### src/design/tfd_pkg.sv
package tfd_pkg;

  localparam int unsigned ADDR_W = 24;
  localparam int unsigned DATA_W = 32;

  // Page size codes reported in the identification field
  localparam logic       PAGE_4K  = 1'b0;
  localparam logic       PAGE_64K = 1'b1;
  localparam int unsigned PAGE_SHIFT_4K  = 12;
  localparam int unsigned PAGE_SHIFT_64K = 16;

  // Global page indices
  localparam logic [7:0] PG_GR0  = 8'h00;
  localparam logic [7:0] PG_GR1  = 8'h01;
  localparam logic [7:0] PG_IMPL = 8'h02;
  localparam logic [7:0] PG_PERF = 8'h03;
  localparam logic [7:0] PG_SSD  = 8'h04;

  // Decoder's own registers, byte offsets inside global page 0
  localparam logic [11:0] OFF_ID1   = 12'h024;
  localparam logic [11:0] OFF_SCR1  = 12'h004;
  localparam logic [11:0] OFF_ALIAS = 12'h0f0;

  // Identification field positions
  localparam int unsigned ID1_CB_LSB     = 0;
  localparam int unsigned ID1_S2CB_LSB   = 16;
  localparam int unsigned ID1_NDX_LSB    = 28;
  localparam int unsigned ID1_PGSZ_BIT   = 31;
  // Secure configuration field positions
  localparam int unsigned SCR1_GLOBAL_SECURE_RESTRICT_ENABLE_BIT = 28;
  localparam int unsigned SCR1_IMPEX_BIT  = 27;
  localparam logic [DATA_W-1:0] SCR1_RESET = 32'h0000_0000;

  typedef enum logic [2:0] {
    TFD_R_NONE, TFD_R_GR0, TFD_R_GR1, TFD_R_IMPL,
    TFD_R_PERF, TFD_R_SSD, TFD_R_CB
  } tfd_region_e;

  typedef struct packed {
    logic              wr;
    logic              rd;
    logic              secure;
    logic [ADDR_W-1:0] addr;
    logic [DATA_W-1:0] wdata;
  } tfd_req_s;

  typedef struct packed {
    tfd_region_e       region;
    logic [7:0]        page;
    logic [15:0]       word;
    logic              ns_view;
    logic              wr;
    logic              rd;
    logic [DATA_W-1:0] wdata;
  } tfd_route_s;

endpackage

### src/design/tfd_page_split.sv
`timescale 1ns/1ns
`default_nettype none
// Splits a frame offset into half, page number and word within the page
module tfd_page_split #(
  parameter int unsigned ADDR_W = 24
) (
  input  wire logic [ADDR_W-1:0] addr,
  input  wire logic              page_64k,
  input  wire logic [3:0]        ndx,
  output logic                   upper_half,
  output logic [7:0]             page,
  output logic [15:0]            word
);
  logic [ADDR_W-1:0] pg_all;
  logic [ADDR_W-1:0] mask;
  logic [4:0]        sh;
  always_comb begin
    sh         = page_64k ? 5'(tfd_pkg::PAGE_SHIFT_64K) : 5'(tfd_pkg::PAGE_SHIFT_4K);
    pg_all     = addr >> sh;
    mask       = (ADDR_W'(1) << (ndx + 4'd1)) - ADDR_W'(1);
    upper_half = |(pg_all & (mask + ADDR_W'(1)));
    page       = 8'(pg_all & mask);
    word       = page_64k ? 16'(addr[15:2]) : 16'(addr[11:2]);
  end
endmodule // tfd_page_split
`default_nettype wire

### src/design/tfd_frame_decoder.sv
// Our own choices: the register addresses and the strobed register port.
`timescale 1ns/1ns
`default_nettype none
module tfd_frame_decoder
  import tfd_pkg::*;
#(
  parameter logic       PAGE_SIZE_SEL = PAGE_4K,
  parameter logic [2:0] PAGE_NDX      = 3'd3,
  parameter logic [7:0] CB_COUNT      = 8'd8,
  parameter logic [7:0] S2CB_COUNT    = 8'd4,
  parameter logic       IMPL_EXEMPT   = 1'b1
) (
  input  wire logic                      REF_CLK,
  input  wire logic                      ARST_N,
  input  wire logic [tfd_pkg::ADDR_W-1:0] ADDR,
  input  wire logic [tfd_pkg::DATA_W-1:0] WDATA,
  input  wire logic                      WR,
  input  wire logic                      RD,
  input  wire logic                      SECURE,
  output logic [tfd_pkg::DATA_W-1:0]      RDATA,
  output logic                           SUB_WR,
  output logic                           SUB_RD,
  output var tfd_pkg::tfd_route_s        SUB_ROUTE,
  input  wire logic [tfd_pkg::DATA_W-1:0] SUB_RDATA,
  output logic                           RESTRICT_ON
);

  typedef struct packed {
    logic              global_secure_restrict_enable;
    logic              ns_view;
    logic              rd_q;
    logic              own_q;
    logic [DATA_W-1:0] own_data;
  } tfd_state_s;

  tfd_state_s st, next_st;
  tfd_route_s rt;
  logic       upper_half;
  logic [7:0] page;
  logic [15:0] word;
  logic       blocked;
  logic       own_hit;
  logic [DATA_W-1:0] id1;
  logic [DATA_W-1:0] scr1;

  // Geometry worked out apart from the splitter so the checks stay independent
  localparam int unsigned PG_SHIFT = PAGE_SIZE_SEL ? PAGE_SHIFT_64K : PAGE_SHIFT_4K;
  localparam int unsigned HALF_BIT = PG_SHIFT + 32'(PAGE_NDX) + 32'd1;

  tfd_page_split #(.ADDR_W(ADDR_W)) u_split (
    .addr       (ADDR),
    .page_64k   (PAGE_SIZE_SEL),
    .ndx        ({1'b0, PAGE_NDX}),
    .upper_half (upper_half),
    .page       (page),
    .word       (word)
  );

  always_comb begin
    id1 = '0;
    id1[ID1_CB_LSB +: 8]   = CB_COUNT;
    id1[ID1_S2CB_LSB +: 8] = S2CB_COUNT;
    id1[ID1_NDX_LSB +: 3]  = PAGE_NDX;
    id1[ID1_PGSZ_BIT]      = PAGE_SIZE_SEL;
    scr1 = SCR1_RESET;
    scr1[SCR1_GLOBAL_SECURE_RESTRICT_ENABLE_BIT] = st.global_secure_restrict_enable;
    scr1[SCR1_IMPEX_BIT]  = IMPL_EXEMPT;
  end

  always_comb begin
    rt         = '0;
    rt.page    = page;
    rt.word    = word;
    rt.wdata   = WDATA;
    // Secure side uses the alias to reach the non-secure bank copy
    rt.ns_view = !SECURE || st.ns_view;
    blocked    = 1'b0;
    if (upper_half) begin
      if (page < CB_COUNT) begin
        rt.region = TFD_R_CB;
        // Banks below the stage-2 count are stage-2 format
        if (st.global_secure_restrict_enable && page < S2CB_COUNT && !SECURE) begin
          blocked = 1'b1;
        end
      end else begin
        rt.region = TFD_R_NONE;
      end
    end else if (page == PG_GR0) begin
      rt.region = TFD_R_GR0;
    end else if (page == PG_GR1) begin
      rt.region = TFD_R_GR1;
    end else if (page == PG_IMPL) begin
      rt.region = TFD_R_IMPL;
    end else if (page == PG_PERF) begin
      rt.region = TFD_R_PERF;
    end else if (page == PG_SSD) begin
      rt.region = SECURE ? TFD_R_SSD : TFD_R_NONE;
    end else begin
      rt.region = TFD_R_NONE;
    end
    if (!upper_half && st.global_secure_restrict_enable && !SECURE
        && !(IMPL_EXEMPT && rt.region == TFD_R_IMPL)) begin
      blocked = 1'b1;
    end
    // OR keeps existing secure-only blocking in force
    if (blocked) begin
      rt.region = TFD_R_NONE;
    end
    own_hit = rt.region == TFD_R_GR0
              && (word == 16'(OFF_ID1 >> 2) || word == 16'(OFF_SCR1 >> 2)
                  || word == 16'(OFF_ALIAS >> 2));
    rt.wr = WR && rt.region != TFD_R_NONE && !own_hit;
    rt.rd = RD && rt.region != TFD_R_NONE && !own_hit;
  end

  always_comb begin
    next_st          = st;
    next_st.rd_q     = RD && rt.region != TFD_R_NONE && !own_hit;
    next_st.own_q    = RD && own_hit;
    next_st.own_data = '0;
    if (own_hit && word == 16'(OFF_ID1 >> 2)) begin
      next_st.own_data = id1;
    end else if (own_hit && word == 16'(OFF_SCR1 >> 2)) begin
      next_st.own_data = SECURE ? scr1 : '0;
    end else if (own_hit) begin
      next_st.own_data = SECURE ? DATA_W'(st.ns_view) : '0;
    end
    if (WR && own_hit && SECURE && word == 16'(OFF_SCR1 >> 2)) begin
      next_st.global_secure_restrict_enable = WDATA[SCR1_GLOBAL_SECURE_RESTRICT_ENABLE_BIT];
    end
    if (WR && own_hit && SECURE && word == 16'(OFF_ALIAS >> 2)) begin
      next_st.ns_view = WDATA[0];
    end
  end

  always_ff @(posedge REF_CLK or negedge ARST_N) begin
    if (!ARST_N) begin
      st <= '0;
    end else begin
      st <= next_st;
    end
  end

  always_comb begin
    RDATA = '0;
    if (st.own_q) begin
      RDATA = st.own_data;
    end else if (st.rd_q) begin
      RDATA = SUB_RDATA;
    end
  end

  assign SUB_ROUTE   = rt;
  assign SUB_WR      = rt.wr;
  assign SUB_RD      = rt.rd;
  assign RESTRICT_ON = st.global_secure_restrict_enable;

  a_ssd_ns_block: assert property (@(posedge REF_CLK) disable iff (!ARST_N)
    (!upper_half && page == PG_SSD && !SECURE) |-> !SUB_WR && !SUB_RD)
    else $error("non-secure access reached determination page");
  a_reserved_pages: assert property (@(posedge REF_CLK) disable iff (!ARST_N)
    (!upper_half && page > PG_SSD) |-> SUB_ROUTE.region == TFD_R_NONE)
    else $error("reserved global page routed");
  a_top_raz: assert property (@(posedge REF_CLK) disable iff (!ARST_N)
    (RD && upper_half && page >= CB_COUNT) |=> RDATA == '0)
    else $error("unimplemented bank read nonzero");
  a_restrict_gr: assert property (@(posedge REF_CLK) disable iff (!ARST_N)
    (RESTRICT_ON && !SECURE && !upper_half && page != PG_IMPL) |-> !SUB_WR && !SUB_RD)
    else $error("restricted global access passed");
  a_restrict_cb: assert property (@(posedge REF_CLK) disable iff (!ARST_N)
    (RESTRICT_ON && !SECURE && upper_half && page < S2CB_COUNT) |-> !SUB_WR && !SUB_RD)
    else $error("restricted stage-2 bank access passed");
  a_bank_route: assert property (@(posedge REF_CLK) disable iff (!ARST_N)
    (WR && upper_half && page < CB_COUNT && (SECURE || !RESTRICT_ON))
    |-> SUB_WR && SUB_ROUTE.region == TFD_R_CB && SUB_ROUTE.page == page)
    else $error("bank write misrouted");
  a_restrict_set: assert property (@(posedge REF_CLK) disable iff (!ARST_N)
    (WR && !SECURE && own_hit && word == 16'(OFF_SCR1 >> 2))
    |=> $stable(RESTRICT_ON))
    else $error("non-secure write changed restrict bit");
  a_id_read: assert property (@(posedge REF_CLK) disable iff (!ARST_N)
    (RD && own_hit && word == 16'(OFF_ID1 >> 2)) |=> RDATA[7:0] == CB_COUNT)
    else $error("bank count not reported");
  a_bank_view: assert property (@(posedge REF_CLK) disable iff (!ARST_N)
    !SECURE |-> SUB_ROUTE.ns_view)
    else $error("non-secure access saw secure copy");

  // Routing, refusal and read-back checks
  a_half_bit: assert property (@(posedge REF_CLK) disable iff (!ARST_N)
    upper_half == 1'(ADDR >> HALF_BIT))
    else $error("frame half decoded from wrong address bit");

  a_word_route: assert property (@(posedge REF_CLK) disable iff (!ARST_N)
    SUB_ROUTE.word == 16'(ADDR[PG_SHIFT-1:2]))
    else $error("word index inside page wrong");

  a_wr_source: assert property (@(posedge REF_CLK) disable iff (!ARST_N)
    SUB_WR |-> WR)
    else $error("forwarded write without a write strobe");

  a_rd_source: assert property (@(posedge REF_CLK) disable iff (!ARST_N)
    SUB_RD |-> RD)
    else $error("forwarded read without a read strobe");

  a_wdata_pass: assert property (@(posedge REF_CLK) disable iff (!ARST_N)
    SUB_WR |-> SUB_ROUTE.wdata == WDATA)
    else $error("forwarded write data differs");

  a_own_local: assert property (@(posedge REF_CLK) disable iff (!ARST_N)
    own_hit |-> !SUB_WR && !SUB_RD)
    else $error("decoder register access leaked to region");

  a_gr0_route: assert property (@(posedge REF_CLK) disable iff (!ARST_N)
    (WR && !upper_half && page == PG_GR0 && !own_hit && (SECURE || !RESTRICT_ON))
    |-> SUB_WR && SUB_ROUTE.region == TFD_R_GR0)
    else $error("global space zero write misrouted");

  a_gr1_route: assert property (@(posedge REF_CLK) disable iff (!ARST_N)
    (WR && !upper_half && page == PG_GR1 && (SECURE || !RESTRICT_ON))
    |-> SUB_WR && SUB_ROUTE.region == TFD_R_GR1)
    else $error("global space one write misrouted");

  a_perf_route: assert property (@(posedge REF_CLK) disable iff (!ARST_N)
    (WR && !upper_half && page == PG_PERF && (SECURE || !RESTRICT_ON))
    |-> SUB_WR && SUB_ROUTE.region == TFD_R_PERF)
    else $error("performance page write misrouted");

  a_impl_exempt: assert property (@(posedge REF_CLK) disable iff (!ARST_N)
    (IMPL_EXEMPT && WR && !upper_half && page == PG_IMPL)
    |-> SUB_WR && SUB_ROUTE.region == TFD_R_IMPL)
    else $error("exempt page write was blocked");

  a_ssd_secure: assert property (@(posedge REF_CLK) disable iff (!ARST_N)
    (RD && SECURE && !upper_half && page == PG_SSD)
    |-> SUB_RD && SUB_ROUTE.region == TFD_R_SSD)
    else $error("secure determination read blocked");

  a_cb_open: assert property (@(posedge REF_CLK) disable iff (!ARST_N)
    (WR && upper_half && page >= S2CB_COUNT && page < CB_COUNT)
    |-> SUB_WR && SUB_ROUTE.region == TFD_R_CB)
    else $error("full-format bank write blocked");

  a_bank_read: assert property (@(posedge REF_CLK) disable iff (!ARST_N)
    (RD && upper_half && page < CB_COUNT && (SECURE || !RESTRICT_ON))
    |-> SUB_RD && SUB_ROUTE.page == page)
    else $error("bank read misrouted");

  a_top_wi: assert property (@(posedge REF_CLK) disable iff (!ARST_N)
    (upper_half && page >= CB_COUNT) |-> !SUB_WR && !SUB_RD)
    else $error("unimplemented bank access forwarded");

  a_sub_pass: assert property (@(posedge REF_CLK) disable iff (!ARST_N)
    SUB_RD |=> RDATA == SUB_RDATA)
    else $error("region read data not returned");

  a_rdata_idle: assert property (@(posedge REF_CLK) disable iff (!ARST_N)
    !RD |=> RDATA == '0)
    else $error("read data nonzero without a read");

  a_scr1_ns_raz: assert property (@(posedge REF_CLK) disable iff (!ARST_N)
    (RD && !SECURE && !upper_half && page == PG_GR0 && word == 16'(OFF_SCR1 >> 2))
    |=> RDATA == '0)
    else $error("non-secure read saw secure configuration");

  a_restrict_hold: assert property (@(posedge REF_CLK) disable iff (!ARST_N)
    !(WR && SECURE && own_hit && word == 16'(OFF_SCR1 >> 2))
    |=> $stable(RESTRICT_ON))
    else $error("restrict bit changed without secure write");

  a_alias_ns_keep: assert property (@(posedge REF_CLK) disable iff (!ARST_N)
    (WR && !SECURE && own_hit && word == 16'(OFF_ALIAS >> 2))
    |=> $stable(st.ns_view))
    else $error("non-secure write changed alias view");

  a_alias_read: assert property (@(posedge REF_CLK) disable iff (!ARST_N)
    (RD && SECURE && own_hit && word == 16'(OFF_ALIAS >> 2))
    |=> RDATA == DATA_W'($past(st.ns_view)))
    else $error("alias view read back wrong");

  a_id_fields: assert property (@(posedge REF_CLK) disable iff (!ARST_N)
    (RD && own_hit && word == 16'(OFF_ID1 >> 2))
    |=> RDATA[ID1_S2CB_LSB +: 8] == S2CB_COUNT && RDATA[ID1_NDX_LSB +: 3] == PAGE_NDX
        && RDATA[ID1_PGSZ_BIT] == PAGE_SIZE_SEL)
    else $error("identification fields wrong");

endmodule // tfd_frame_decoder
`default_nettype wire

### config.mk
export PLATFORM = sky130hd
export DESIGN_NAME = tfd_frame_decoder
export DESIGN_NICKNAME = d
export VERILOG_FILES = /design/src/design/tfd_pkg.sv /design/src/design/tfd_page_split.sv /design/src/design/tfd_frame_decoder.sv
export SDC_FILE = /design/constraint.sdc
export NUM_CORES = 1
export LEC_CHECK = 0
export ABC_CLOCK_PERIOD_IN_PS = 1700
export BUFFER_PORTS_ARGS = -buffer_cell sky130_fd_sc_hd__buf_2
export CAP_MARGIN = 0
export CORE_AREA = 2 2 74 76
export DETAILED_ROUTE_END_ITERATION = 8
export DIE_AREA = 0 0 76 78
export PLACE_DENSITY = 0.68
export SYNTH_ARGS = -nofsm -noshare
export SYNTH_HDL_FRONTEND = slang
export SYNTH_SLANG_ARGS = --single-unit
### constraint.sdc
create_clock -name REF_CLK -period 1.7 [get_ports REF_CLK]
set_input_delay 0.17 -clock REF_CLK [delete_from_list [all_inputs] [get_ports REF_CLK]]
set_output_delay 0.17 -clock REF_CLK [all_outputs]
set_load 0.05 [all_outputs]
==> impl_metrics.tcl <==
set metrics [dict create \
    crit_top_cell "and3_4" \
    synth_seq_area_share 0.167 \
    syn_avg_cell_area_um2 7.85 \
    syn-cell-area_mm2 0.00120 \
    crit_fanout 3 \
    final_cell_mix "buf_2 (100), and2_1 (27), buf_4 (20), conb_1 (10), dfrtp_1 (7)" \
    crit_family "simple AND/OR/NAND/NOR gates" \
    synth.distinct_cells 34 \
    antenna_found_initial 0 \
    p_leak_nw 0.995 \
    fp-row-count 26 \
    grt_pass1_wl_um 5530 \
    failed_checks "setup timing" \
    ant_nets 0 \
    min_path_cells 2 \
    post-route-min-period_ns 1.73 \
    globalplace.congestion 0.801 \
    setup_slack_ns -0.0348 \
    drc_errors 0 \
    critPathMaxStageDelay_ns 0.54 \
    syn_inst 153 \
    vias 1281 \
    fmax_mhz 576 \
    grt_pass1_vias 1174 \
    grt-ovfl-total 0 \
    synth_warnings 0 \
    fin_cells 305 \
    die_x_um 76 \
    post-route-period-util 1.02 \
    wl_per_cell_um 12.6 \
    power.density_mw_per_mm2 563 \
    wl_um 3840 \
    drive_above_1_share 0.634 \
    crit_slowest_cell "or4_4" \
    cts_max_level 1 \
    port_buffers 110 \
    clk_pin_slew_ns 0.05 \
    worstSetupPathType "in2out" \
    fin_util 0.350 \
    slew_viol_final 0 \
    grt_max_degree 33 \
    holdCritPathClass "in2reg" \
    r2r_slack_ns 0.09 \
    grt_usage 0.117 \
    layout.nets 329 \
    n_antenna_cell 0 \
    start_util 0.238 \
    num-fill-cells 510 \
    synth_seq_cells 8 \
    final-setup-viol-count 4 \
    cap_violations 0 \
    required_ns 1.53 \
    worst_ep_arrival_time_ns 1.56 \
    grt_setup_unrepaired "true" \
    core-area_mm2 0.00504 \
    cts_root_buffer "clkbuf_8" \
    die_y_um 78 \
    dr.pass1.iters 4 \
    cp_num_buf_inv 2 \
    io_pins 190 \
    layout_commonest_cell "buf_2" \
    r2r_cells 5 \
    status "complete, but fails checks" \
    whs_ns 0.182 \
    cts_buffers 3 \
    clock_latency_ns 0.23 \
    clkSinkCount 8 \
    path_cells "buf_6 > or4_4 > nor2_4 > and3_4 > o21ba_4 > and3_4 > buf_8" \
    drt_iter0_drc 19 \
    clock_path_buffers 2 \
    finClkSkew_ns 0.00578 \
    dp_hpwl_um 3030 \
    cts_tree "built" \
    ir_drop_v 0.000219 \
    die_area_mm2 0.00593 \
    end_kind "primary output" \
    layout-area-overhead-vs-synth_pct 46.8 \
    dp.cells 297 \
    hold_violations 0 \
    crit_path_start_kind "input port" \
    cp.depth 7 \
    via_per_inst 4.20 \
]
-- kinds of logic after synthesis --
| group | count (synthesis) | synth area share |
|---|---|---|
| compound gates | 17 | 0.121 |
| xor+xnor | 1 | 0.00729 |
| buf+inv | 65 | 0.385 |
| flops | 8 | 0.167 |
| mux | 2 | 0.0187 |
| other cells | 1 | 0.00312 |
| simple gates | 59 | 0.298 |
-- cell type report --
class | count | area, µm² | area share
inverters | 3 | 11.3 | 0.00639
repair buffers | 131 | 790 | 0.448
flip-flops and latches | 8 | 201 | 0.114
clock buffers | 4 | 45.0 | 0.0256
well taps | 70 | 87.6 | 0.0497
multi-input cells | 89 | 628 | 0.356
-- stage by stage --
step	setup slack [ns]	power [mW]	area (µm²)	setup TNS, ns
6_report	-0.0348	0.992	1760	-0.123
2_1_floorplan	-0.0526	0.794	1280	-0.135
4_1_cts	-0.0867	0.994	1720	-0.270
5_1_grt	-0.0709	1.04	1760	-0.265
3_5_place_dp	-0.136	0.721	1590	-0.629
3_3_place_gp	-0.120	0.716	1590	-0.521
-- power breakdown --
group	switching (mW)	internal, mW	leakage [nW]
Sequential	0.000224	0.193	0.109
Combinational	0.388	0.170	0.863
Clock	0.0787	0.163	0.0228
Total	0.467	0.526	0.995
-- state kept, by name, summed over array words and instances, names as in the netlist --
| signal | count |
|---|---|
| RESTRICT_ON | 1 |
| st | 7 |
-- final timing paths --
kind                              from          end
max                            ADDR[8]       SUB_RD
min                          WDATA[28]  RESTRICT_ON
max reg2reg                RESTRICT_ON  RESTRICT_ON
min reg2reg                     st[34]       st[34]
max in group asynchronous       ARST_N  RESTRICT_ON
min in group asynchronous       ARST_N       st[28]
-- cells in the mapped netlist --
library cell,n,area share
nor2b_1,1,0.0052
xor2_1,1,0.0073
dfrtp_1,8,0.17
a21oi_1,1,0.0042
nand2b_1,2,0.010
or4_1,1,0.0063
o21ba_2,1,0.0083
mux2_1,2,0.019
nor3_1,4,0.017
o21ba_1,1,0.0083
and4_2,1,0.0083
and2_1,28,0.15
conb_1,1,0.0031
o31ai_2,1,0.010
o21ai_2,1,0.0073
inv_1,3,0.0094
and4bb_1,1,0.010
and2b_1,1,0.0063
a22o_1,6,0.044
a211oi_1,1,0.0063
o21ai_0,2,0.0083
nand2_1,4,0.012
and3_1,3,0.016
a2111oi_0,1,0.0073
or4b_1,1,0.0083
nand4_1,4,0.021
a311oi_1,1,0.0073
buf_2,1,0.0042
clkbuf_1,3,0.0094
a2111o_1,1,0.0094
nor4_1,2,0.010
or2_1,1,0.0052
buf_4,58,0.36
nor2_1,5,0.016
-- what timing repair did --
item | CTS | global route
hold buffers | 1 | 0
pin swaps | 5 | 6
endpoints found under the hold margin | 8 | 0
buffers inserted | 0 | 3
setup endpoints to repair | 5 | 5
resized for setup | 20 | 6
-- layer usage --
| layer | share of wire | vias to the layer above | global-route usage | wire length, µm |
|---|---|---|---|---|
| li1 | - | 614 | - | - |
| met1 | 0.34 | 565 | 0.107 | 1300 |
| met2 | 0.54 | 100 | 0.233 | 2080 |
| met3 | 0.12 | 2 | 0.0488 | 449 |
| met4 | 0.0021 | 0 | 0.0382 | 8 |
| met5 | 0 | - | 0 | 0 |
No activity file was read; power rests on OpenSTA's default activity.
